[src/tfd_consts.svh]
// Offsets, selects and FIFO depth constants of the task file decoder
`ifndef TFD_CONSTS_SVH
`define TFD_CONSTS_SVH

`define TFD_IDX_MEMORY      2'h0
`define TFD_IDX_CONTIG      2'h1
`define TFD_IDX_PRIMARY     2'h2
`define TFD_IDX_SECONDARY   2'h3

`define TFD_OFS_DATA        4'h0
`define TFD_OFS_ERR_FEAT    4'h1
`define TFD_OFS_SEC_COUNT   4'h2
`define TFD_OFS_SEC_NUMBER  4'h3
`define TFD_OFS_CYL_LOW     4'h4
`define TFD_OFS_CYL_HIGH    4'h5
`define TFD_OFS_DRV_HEAD    4'h6
`define TFD_OFS_STAT_CMD    4'h7
`define TFD_OFS_EVEN_DATA   4'h8
`define TFD_OFS_ODD_DATA    4'h9
`define TFD_OFS_DUP_ERR     4'hd
`define TFD_OFS_ALT_CTRL    4'he
`define TFD_OFS_DRV_ADDR    4'hf

`define TFD_PRI_BLOCK       6'h1f
`define TFD_PRI_ALT_BLOCK   6'h3f
`define TFD_SEC_BLOCK       6'h17
`define TFD_SEC_ALT_BLOCK   6'h37
`define TFD_ALT_LOW_STAT    4'h6
`define TFD_ALT_LOW_ADDR    4'h7

`define TFD_FIFO_DEPTH      32

`endif

[src/tfd_pkg.sv]
// Types shared by the task file decoder
package tfd_pkg;

    typedef enum logic [3:0] {
        TFD_REG_NONE  = 4'h0,
        TFD_REG_DATA  = 4'h1,
        TFD_REG_ERR   = 4'h2,
        TFD_REG_FEAT  = 4'h3,
        TFD_REG_SCNT  = 4'h4,
        TFD_REG_SNUM  = 4'h5,
        TFD_REG_CYLL  = 4'h6,
        TFD_REG_CYLH  = 4'h7,
        TFD_REG_DRVH  = 4'h8,
        TFD_REG_STAT  = 4'h9,
        TFD_REG_CMD   = 4'ha,
        TFD_REG_ASTAT = 4'hb,
        TFD_REG_DCTL  = 4'hc,
        TFD_REG_DADDR = 4'hd
    } tfd_reg_e;

    typedef struct packed {
        logic       reg_sel_b;
        logic [10:0] addr;
        logic       oe_b;
        logic       we_b;
        logic       iord_b;
        logic       iowr_b;
        logic [15:0] wdata;
    } tfd_host_s;

    typedef struct packed {
        tfd_reg_e   target;
        logic       is_write;
        logic       byte_odd;
        logic       byte_mode;
        logic [15:0] wdata;
    } tfd_access_s;

endpackage

[src/tfd_fifo.sv]
// Sector data FIFO with valid and ready on both sides
`timescale 1ns/100ps
`default_nettype none

module tfd_fifo
    import tfd_pkg::*;
#(
    parameter int WIDTH = 16,
    parameter int DEPTH = 32
) (
    input  wire logic             sys_clk,
    input  wire logic             rst_b,
    input  wire logic             clk_en,
    input  wire logic             in_valid,
    output logic                  in_ready,
    input  wire logic [WIDTH-1:0] in_data,
    output logic                  out_valid,
    input  wire logic             out_ready,
    output logic      [WIDTH-1:0] out_data
);

    localparam int AW = $clog2(DEPTH);

    if (DEPTH < 2 || (1 << AW) != DEPTH || WIDTH < 1) begin
        $error("tfd_fifo: depth must be a power of two, at least 2");
    end

    typedef struct packed {
        logic [AW:0] wr_ptr;
        logic [AW:0] rd_ptr;
    } tfd_fifo_state_s;

    tfd_fifo_state_s  st_reg;
    tfd_fifo_state_s  st_next;
    logic [WIDTH-1:0] mem [DEPTH];
    logic             push;
    logic             pop;

    assign in_ready  = (st_reg.wr_ptr - st_reg.rd_ptr) != (AW+1)'(DEPTH);
    assign out_valid = st_reg.wr_ptr != st_reg.rd_ptr;
    assign push      = in_valid && in_ready && clk_en;
    assign pop       = out_valid && out_ready && clk_en;
    assign out_data  = mem[st_reg.rd_ptr[AW-1:0]];

    always_comb begin
        st_next = st_reg;
        if (push) begin
            st_next.wr_ptr = st_reg.wr_ptr + 1'b1;
        end
        if (pop) begin
            st_next.rd_ptr = st_reg.rd_ptr + 1'b1;
        end
    end

    always_ff @(posedge sys_clk) begin
        if (push) begin
            mem[st_reg.wr_ptr[AW-1:0]] <= in_data;
        end
    end

    always_ff @(posedge sys_clk or negedge rst_b) begin
        if (!rst_b) begin
            st_reg <= '0;
        end else begin
            st_reg <= st_next;
        end
    end

endmodule
`default_nettype wire

[src/tfd_decoder.sv]
// Task file address decoder with register steering and sector data FIFO
// ****************************************************************
// Overview of operation
// The configuration index field picks one of four host address decode maps.
// Index 0 decodes memory cycles with register select high and A10 low, A3..A0 as offset.
// Index 0 with A10 high ignores A9..A1 and A0 picks the even or odd data byte.
// Index 1 decodes I/O cycles with register select low using A3..A0 as offset.
// Index 2 uses block 1FH for the first eight registers and 3FH with 6 or 7 for the rest.
// Index 3 decodes like index 2 with blocks 17H and 37H.
// Memory and contiguous maps alias offset 9H to odd data and DH to error or feature.
// Shared offsets steer reads and writes apart, and the drive address is read only.
// The data register is a 16-bit port taking word or byte host accesses.
// Offsets AH, BH and CH select nothing; writes drop and reads give no defined value.
// ****************************************************************
`timescale 1ns/100ps
`default_nettype none
`include "tfd_consts.svh"

module tfd_decoder
    import tfd_pkg::*;
#(
    parameter int FIFO_DEPTH = `TFD_FIFO_DEPTH
) (
    input  wire logic        sys_clk,
    input  wire logic        rst_b,
    input  wire logic        clk_en,
    input  wire logic [1:0]  config_index,
    input  wire logic        reg_sel_b_pin,
    input  wire logic [10:0] addr_pin,
    input  wire logic        oe_b_pin,
    input  wire logic        we_b_pin,
    input  wire logic        iord_b_pin,
    input  wire logic        iowr_b_pin,
    input  wire logic        wide_b_pin,
    input  wire logic [15:0] data_in_pin,
    output logic      [15:0] data_out_pin,
    output logic             data_oe,
    output logic             acc_valid,
    output tfd_access_s      acc,
    input  wire logic [7:0]  reg_rdata,
    output logic             wr_data_valid,
    input  wire logic        wr_data_ready,
    output logic      [15:0] wr_data,
    input  wire logic        rd_data_valid,
    output logic             rd_data_ready,
    input  wire logic [15:0] rd_data
);

    if (FIFO_DEPTH < 2) begin
        $error("tfd_decoder: fifo depth too small");
    end

    // ****************************************************************
    // Pin synchronisers
    // ****************************************************************
    typedef struct packed {
        tfd_host_s   meta;
        tfd_host_s   sync;
        logic [1:0]  wide_sync;
        logic        strobe_d;
        logic [15:0] rdata;
        logic        oe;
        logic        acc_valid;
        tfd_access_s acc;
    } tfd_state_s;

    tfd_state_s  st_reg;
    tfd_state_s  st_next;
    tfd_host_s   pins;
    tfd_host_s   h;
    logic        mem_cyc;
    logic        io_cyc;
    logic        rd_strobe;
    logic        wr_strobe;
    logic        strobe;
    logic        selected;
    logic [3:0]  ofs;
    logic        byte_mode;
    tfd_reg_e    target;
    logic        data_hit;
    logic        fifo_in_valid;
    logic        fifo_in_ready;
    logic        fifo_out_valid;
    logic [15:0] fifo_out_data;
    logic        rd_pop;

    assign pins = '{reg_sel_b: reg_sel_b_pin, addr: addr_pin, oe_b: oe_b_pin,
                    we_b: we_b_pin, iord_b: iord_b_pin, iowr_b: iowr_b_pin,
                    wdata: data_in_pin};
    assign h    = st_reg.sync;

    // ****************************************************************
    // Address decode
    // ****************************************************************
    assign mem_cyc   = h.reg_sel_b && (!h.oe_b || !h.we_b);
    assign io_cyc    = !h.reg_sel_b && (!h.iord_b || !h.iowr_b);
    assign byte_mode = st_reg.wide_sync[1];

    always_comb begin
        selected  = 1'b0;
        ofs       = h.addr[3:0];
        rd_strobe = 1'b0;
        wr_strobe = 1'b0;
        unique case (config_index)
            `TFD_IDX_MEMORY: begin
                rd_strobe = !h.oe_b;
                wr_strobe = !h.we_b;
                if (mem_cyc) begin
                    selected = 1'b1;
                    if (h.addr[10]) begin
                        ofs = h.addr[0] ? `TFD_OFS_ODD_DATA : `TFD_OFS_EVEN_DATA;
                    end
                end
            end
            `TFD_IDX_CONTIG: begin
                rd_strobe = !h.iord_b;
                wr_strobe = !h.iowr_b;
                selected  = io_cyc;
            end
            `TFD_IDX_PRIMARY, `TFD_IDX_SECONDARY: begin
                rd_strobe = !h.iord_b;
                wr_strobe = !h.iowr_b;
                if (io_cyc) begin
                    if (h.addr[9:4] == ((config_index == `TFD_IDX_PRIMARY) ?
                            `TFD_PRI_BLOCK : `TFD_SEC_BLOCK) && !h.addr[3]) begin
                        selected = 1'b1;
                    end else if (h.addr[9:4] == ((config_index == `TFD_IDX_PRIMARY) ?
                            `TFD_PRI_ALT_BLOCK : `TFD_SEC_ALT_BLOCK) &&
                            (h.addr[3:0] == `TFD_ALT_LOW_STAT ||
                             h.addr[3:0] == `TFD_ALT_LOW_ADDR)) begin
                        selected = 1'b1;
                        ofs      = h.addr[3:0] | 4'h8;
                    end
                end
            end
        endcase
    end

    assign strobe = selected && (rd_strobe || wr_strobe);

    // Register steering by offset and direction
    always_comb begin
        target = TFD_REG_NONE;
        unique case (ofs)
            `TFD_OFS_DATA, `TFD_OFS_EVEN_DATA, `TFD_OFS_ODD_DATA: target = TFD_REG_DATA;
            `TFD_OFS_ERR_FEAT, `TFD_OFS_DUP_ERR: target = wr_strobe ? TFD_REG_FEAT : TFD_REG_ERR;
            `TFD_OFS_SEC_COUNT:  target = TFD_REG_SCNT;
            `TFD_OFS_SEC_NUMBER: target = TFD_REG_SNUM;
            `TFD_OFS_CYL_LOW:    target = TFD_REG_CYLL;
            `TFD_OFS_CYL_HIGH:   target = TFD_REG_CYLH;
            `TFD_OFS_DRV_HEAD:   target = TFD_REG_DRVH;
            `TFD_OFS_STAT_CMD:   target = wr_strobe ? TFD_REG_CMD : TFD_REG_STAT;
            `TFD_OFS_ALT_CTRL:   target = wr_strobe ? TFD_REG_DCTL : TFD_REG_ASTAT;
            `TFD_OFS_DRV_ADDR:   target = wr_strobe ? TFD_REG_NONE : TFD_REG_DADDR;
            default:             target = TFD_REG_NONE;
        endcase
        if (!selected) begin
            target = TFD_REG_NONE;
        end
    end

    // ****************************************************************
    // Data path FIFO
    // ****************************************************************
    assign data_hit      = strobe && (target == TFD_REG_DATA);
    assign fifo_in_valid = data_hit && wr_strobe && !st_reg.strobe_d;
    assign rd_pop        = data_hit && rd_strobe && !st_reg.strobe_d && clk_en;
    assign rd_data_ready = rd_pop;

    tfd_fifo #(
        .WIDTH (16),
        .DEPTH (FIFO_DEPTH)
    ) u_wr_fifo (
        .sys_clk   (sys_clk),
        .rst_b     (rst_b),
        .clk_en    (clk_en),
        .in_valid  (fifo_in_valid),
        .in_ready  (fifo_in_ready),
        .in_data   (byte_mode ? {8'h00, h.wdata[7:0]} : h.wdata),
        .out_valid (fifo_out_valid),
        .out_ready (wr_data_ready),
        .out_data  (fifo_out_data)
    );

    assign wr_data_valid = fifo_out_valid;
    assign wr_data       = fifo_out_data;

    // ****************************************************************
    // State update
    // ****************************************************************
    always_comb begin
        st_next           = st_reg;
        st_next.meta      = pins;
        st_next.sync      = st_reg.meta;
        st_next.wide_sync = {st_reg.wide_sync[0], wide_b_pin};
        st_next.strobe_d  = strobe;
        st_next.acc_valid = 1'b0;
        st_next.oe        = strobe && rd_strobe;
        if (strobe && !st_reg.strobe_d && !(data_hit && wr_strobe && !fifo_in_ready)) begin
            st_next.acc_valid      = (target != TFD_REG_NONE);
            st_next.acc.target     = target;
            st_next.acc.is_write   = wr_strobe;
            st_next.acc.byte_odd   = (ofs == `TFD_OFS_ODD_DATA);
            st_next.acc.byte_mode  = byte_mode || ofs[3];
            st_next.acc.wdata      = h.wdata;
        end
        if (rd_pop && rd_data_valid) begin
            st_next.rdata = (ofs == `TFD_OFS_ODD_DATA) ? {8'h00, rd_data[15:8]} :
                            ((byte_mode || ofs[3]) ? {8'h00, rd_data[7:0]} : rd_data);
        end else if (strobe && rd_strobe && target != TFD_REG_DATA) begin
            st_next.rdata = {8'h00, reg_rdata};
        end
    end

    always_ff @(posedge sys_clk or negedge rst_b) begin
        if (!rst_b) begin
            st_reg           <= '0;
            st_reg.meta      <= '{reg_sel_b: 1'b1, addr: 11'h000, oe_b: 1'b1, we_b: 1'b1,
                                  iord_b: 1'b1, iowr_b: 1'b1, wdata: 16'h0000};
            st_reg.sync      <= '{reg_sel_b: 1'b1, addr: 11'h000, oe_b: 1'b1, we_b: 1'b1,
                                  iord_b: 1'b1, iowr_b: 1'b1, wdata: 16'h0000};
            st_reg.wide_sync <= 2'h3;
        end else if (clk_en) begin
            st_reg <= st_next;
        end
    end

    assign data_out_pin = st_reg.rdata;
    assign data_oe      = st_reg.oe;
    assign acc_valid    = st_reg.acc_valid;
    assign acc          = st_reg.acc;

endmodule
`default_nettype wire

[config.mk]
export PLATFORM = sky130hd
export DESIGN_NAME = tfd_decoder
export DESIGN_NICKNAME = d
export VERILOG_FILES = /design/src/tfd_pkg.sv /design/src/tfd_fifo.sv /design/src/tfd_decoder.sv
export VERILOG_INCLUDE_DIRS = /design/src
export SDC_FILE = /design/constraint.sdc
export NUM_CORES = 1
export LEC_CHECK = 0
export ABC_CLOCK_PERIOD_IN_PS = 5650
export BUFFER_PORTS_ARGS = -buffer_cell sky130_fd_sc_hd__buf_2
export CAP_MARGIN = 20
export CORE_ASPECT_RATIO = 1.1
export CORE_MARGIN = 2
export CORE_UTILIZATION = 39
export CTS_CLUSTER_SIZE = 8
export DETAILED_ROUTE_END_ITERATION = 10
export GPL_ROUTABILITY_DRIVEN = 0
export GPL_TIMING_DRIVEN = 0
export SLEW_MARGIN = 30
export SYNTH_ARGS = -nofsm -noshare
export SYNTH_HDL_FRONTEND = slang
export SYNTH_SLANG_ARGS = --single-unit
export TNS_END_PERCENT = 50
[constraint.sdc]
create_clock -name sys_clk -period 5.65 [get_ports sys_clk]
set_clock_uncertainty 0.05 [all_clocks]
set_input_delay 1.695 -clock sys_clk [delete_from_list [all_inputs] [get_ports sys_clk]]
set_output_delay 1.695 -clock sys_clk [all_outputs]
set_load 0.02 [all_outputs]
## Word-level counts from Yosys, hierarchy flattened

Memory sizes are Yosys's and may differ from the RTL's.
Index checks and enable logic that the tools add are counted.

- Input port bits: 64
- Output and inout port bits: 59
- RAM bits: 512
- Register bits after elaboration: 120
- Logic and storage cells: 128
- Memories kept: 1

Memory list:

| memory | depth | width | read ports | clocked after Yosys merged registers in | wr ports | line | RTL |
|---|---|---|---|---|---|---|---|
| u_wr_fifo.mem | 32 | 16 | 1 | 0 | 1 | tfd_fifo.sv:35 | `logic [WIDTH-1:0] mem [DEPTH];` |

- $add $sub $neg: 3
- Reduce and logical (&&, ||, !) cells: 45
- Multiplexer cells: 30
- Equality and inequality tests: 23

Operators by type and width:

| kind | count |
|---|---|
| $mux 16 | 5 |
| $pmux 4 s10 | 1 |
| $mux 4 | 9 |
| $eq 4x3->1 const B | 6 |
| $mux 24 | 1 |
| $logic_and 1x1->1 | 21 |
| $eq 4x4->1 const B | 5 |
| $add 6x1->6 const B | 2 |
| $logic_not 1->1 | 9 |
| $eq 4x1->1 const B | 2 |
| $eq 4x2->1 const B | 2 |
| $mux 1 | 8 |
| $pmux 4 s2 | 1 |
| $eq 6x5->1 | 1 |
| $eq 6x6->1 | 1 |
| $ne 6x6->1 | 1 |
| $ne 6x6->1 const B | 1 |
| $reduce_or 3->1 | 2 |
| $sub 6x6->6 | 1 |
| $logic_or 1x1->1 | 5 |
| $eq 2x2->1 const B | 2 |
| $logic_not 4->1 | 1 |
| $ne 4x1->1 const B | 1 |
| $pmux 1 s2 | 2 |
| 9 further kinds | 11 |

## Logic depth before layout (Yosys ltp)

- Depth in word-level cells: 20
- Mapped depth: 13
- Gate-level depth less buffers: 10

## Hierarchy

Synthesis repeated with hierarchy kept, for this count alone.

- Cell total of the unflattened synthesis: 1287
- Area total of the unflattened synthesis: 25406.9 µm²

Modules (own cells, without submodules):

| module | seq. area each (µm²) | cells an instance | times used | area an instance (µm²) |
|---|---|---|---|---|
| tfd_fifo | 15675.0 | 889 | 1 | 20340.8 |
| tfd_decoder | 2717.6 | 398 | 1 | 5066.1 |

## Worst setup path after synthesis

Ideal clock, no wire load.

- Path kind: input-to-output
- Start: in config_index[0]
- End: out rd_data_ready
- Arrival: 3544 ps
- Buffers on the path: 1
- Stages on the path: 8
- Slack: 361 ps
- Data required time: 3905 ps
- Path through: or3b_1 and2_1 buf_2 nand2_1 a311o_1 o211ai_2 or2_4 nor3_1

- Cells in the longest elaborated chain, start to end: 17

RTL lines:

| element | line | RTL |
|---|---|---|
| start, declared | tfd_decoder.sv:27 | `input wire logic [1:0] config_index,` |
| $eq 2x2->1 | tfd_decoder.sv:104 | `unique case (config_index)` |
| $mux 4 (no line) | -- |  |
| $eq 6x6->1 | tfd_decoder.sv:127 | `` end else if (h.addr[9:4] == ((config_index == `TFD_IDX_PRIMARY) ? `` |
| $logic_and 1x1->1 | tfd_decoder.sv:127 |  |
| $mux 4 | tfd_decoder.sv:127 |  |
| $mux 4 | tfd_decoder.sv:124 | `` if (h.addr[9:4] == ((config_index == `TFD_IDX_PRIMARY) ? `` |
| $mux 4 | tfd_decoder.sv:123 | `if (io_cyc) begin` |
| $pmux 4 s2 | tfd_decoder.sv:104 |  |
| $eq 4x4->1 (tied with other cells) | tfd_decoder.sv:144 | `unique case (ofs)` |
| $reduce_or 3->1 / $reduce_or 2->1 (equally long branches) | tfd_decoder.sv:144 |  |
| $pmux 4 s10 | tfd_decoder.sv:144 |  |
| $mux 4 | tfd_decoder.sv:157 | `if (!selected) begin` |
| $eq 4x1->1 | tfd_decoder.sv:165 | `assign data_hit = strobe && (target == TFD_REG_DATA);` |
| $logic_and 1x1->1 | tfd_decoder.sv:165 |  |
| $logic_and 1x1->1 (*) (3 in series) | tfd_decoder.sv:167 | `assign rd_pop = data_hit && rd_strobe && !st_reg.strobe_d && clk_en;` |
| end, declared | tfd_decoder.sv:45 | `output logic rd_data_ready,` |

Mark *: on every way between the ends. The rest lies on a longest branch, timed or not.

## Final worst setup path

- Start: in config_index[1]
- End: out rd_data_ready

The elaborated chain is that of the path after synthesis.

==> metrics <==
outcome=finished, final reports clean; TritonCTS Buffers=89; Die Wd=246.7 um; mux cell area share after synthesis=0.1857; syn_area_per_cell=19.76 um2; Final ANT Viol Nets=0; dominant cells by area after synthesis=edfxtp_1 61%, mux4_2 14%, dfrtp_1 11%, mux2_2 3.1%, dfstp_2 1.2%; met1 global-route usage=0.2467; Yosys cell types=61; DR iter-0 viols=1151; vias in the first global route=13580; Final Power=14460 uW; largest net degree at the start of global routing=63; Synth top area share=0.6085; Syn Nets=1353; crit share post-route=0.9872; vias per inst=5.364; most frequent cells in the layout=512 x edfxtp_1, 160 x mux4_2, 131 x buf_2, 100 x dfrtp_1, 93 x clkbuf_16; GRT busiest layer=met2; worst-case clock buffer depth=3; post-synth top area cell=edfxtp_1; Peak VDD IR=335.0 uV; FFs w/ async S/R, synth=0.1899; Synth Register Bits=632; Buf/Inv on CP=2; Yosys Warn Count=0; Largest register FFs=512; Worst-Margin Slew=0.9697 ns; final setup TNS=0 ns; most used cell, CP=buf_2; WP data arrival=3.83 ns; minimum clock period=5.577 ns; ys flop type=edfxtp_1; # rows=97; Residual DRC=0; slowest stage delay, CP=0.46 ns; worst min-delay path class=reg2reg; clock root buffer master=clkbuf_16; global route overflow=0; Final Hold Viols=0; Req. time, crit path=3.90 ns; Synth Instances=1279; IO buf count=122; CP Max Fanout=7; global-route wire length before repair=88460 um; I/O pin total=123; clock latency on the worst-skew pair=0.63 ns; fmax=0.1793 GHz; DP HPWL=39400 um; H-tree levels=3; Mapped Area=25270 um2; Final Slew Violations=0; # nets final=1587; CP cell instances=buf_2, nor2b_1, xnor2_2, a41oi_4, a311oi_4, o211ai_4, or2_4, nor3_1, buf_2; Die Ht=271.0 um; M2 GR Usage=0.2966; core area=63840 um2; initial antenna violation count=1; # setup viols final=0; Worst slew margin=0.3485; clk slew on worst S/H paths=0.05 ns; hold_buf cts=0; xor and xnor area share after synthesis=0.005546; Synth Area in Compound Gates=0.01798; CTS tree=built; Die ar.=66840 um2; commonest non-fill, non-tap cell in the layout=edfxtp_1; max-cap violations=0; critical path class=in2out; Largest delay share family, worst path=compound AO/OA/AOI/OAI gates; vias=12870; drt first pass iters=5; power per cell area=479.5 nW/um2; Worst Setup End Kind=output pin; slowest cell on the critical path=a311oi_4; register area share after synthesis=0.7279; worst slack, placed=0.002190 ns; EDFF count, synth=512; Final WS setup=0.07257 ns; Setup Buffers After CTS=0; final wirelength=58870 um; gr usage total=0.1810; area grow syn2layout=19.34%; Final Util=0.4723; met3 GRT Util=0.03363; adder-cell share of the synthesized area=0.004952; main combinational cell family by area after synthesis=multiplexers; n_diodes=0; starting density of the core=0.3958; WL per Instance=24.54 um; post-synthesis simple-gate area fraction=0.03352; Leak=0.01043 uW; clock sink total=632; Critical Path Start Type=primary input; layout cells sized above 1=0.3883
-- cells by family after synthesis --
group,Yosys count
flip-flops,632
XOR/XNOR,16
multiplexers,258
adder cells (fa/ha/maj),10
AND/OR/NAND/NOR,183
buffers and inverters,120
AO/OA/AOI/OAI,60
-- where the power goes --
group	total (uW)	switching [uW]	internal [uW]	leakage, uW
Combinational	4000	2230	1770	0.00315
Clock	4860	1880	2980	0.00122
Sequential	5600	233	5370	0.00605
Total	14500	4340	10100	0.0104
-- final cells by class --
cell class | instances | area (um2)
Fill cell | 5379 | 33690
Clock inverter | 5 | 72.57
Clock buffer | 131 | 2470
Inverter | 20 | 75.07
Buffer | 100 | 576.8
Timing Repair Buffer | 143 | 969.7
Tap cell | 841 | 1052
Sequential cell | 632 | 18400
Multi-Input combinational cell | 527 | 6534
-- per-layer routing --
layer / vias up / routed length [um]
met4: 0 / 1126
li1: 5547 / -
met3: 81 / 3569
met5: - / 0
met2: 429 / 28990
met1: 6812 / 25180
-- tightest hold or removal path, delay by kind of cell, from the launching register on --
| family | cells | cell delay [ns] |
|---|---|---|
| AOI/OAI and AO/OA | 1 | 0.06 |
| and+or+nand+nor | 1 | 0.05 |
| DFF | 1 | 0.33 |
-- stage by stage --
stage                     cell area, um2  hold slack, ns  instances
after global placement             26930          0.4243       2242
after detailed placement           27540          0.4184       2263
after CTS                          30140          0.4239       2399
final                              30150          0.4207       2399
after global routing               30150          0.4517       2399
after floorplan                    25270          0.3992       1279
-- Yosys cell counts, types with 3 or more instances --
cell      count
dfrtp_1     108
xor2_1        3
clkbuf_1     35
o21ai_0      13
mux2_1       18
ha_1         10
nor2_1       56
mux4_2      160
a221oi_1      8
nand2b_1      5
nand2_1      70
mux2i_1      11
inv_1        18
a22o_1        8
or3b_2        3
and3_1        6
nand4_1       4
mux2_2       69
a21oi_1      10
edfxtp_1    512
xnor2_1      13
dfstp_2      12
buf_4        39
buf_1        22
nand3_1       6
nor3_1        9
nor2b_1      10
-- worst paths after layout --
path | from | end | slack, ns | cells past startpoint
max | config_index[1] | rd_data_ready | 0.07 | 9
min | st_next[66]$_DFFE_PN0P_ | h[22]$_DFFE_PN0P_ | 0.42 | 2
max reg2reg | u_wr_fifo.st_reg[1]$_DFFE_PN0P_ | u_wr_fifo.mem[13][9]$_DFFE_PP_ | 0.51 | 13
min reg2reg | st_next[66]$_DFFE_PN0P_ | h[22]$_DFFE_PN0P_ | 0.42 | 2
max in group asynchronous | rst_b | byte_mode$_DFFE_PN1P_ | 3.89 | 2
min in group asynchronous | rst_b | acc[21]$_DFFE_PN0P_ | 0.96 | 1
-- what timing repair did --
action / CTS / global route
resized for setup: 18 / 18
setup endpoints to repair: 16 / 17
pin swaps: 0 / 1
Note: power is estimated with default switching activity, not from simulation.
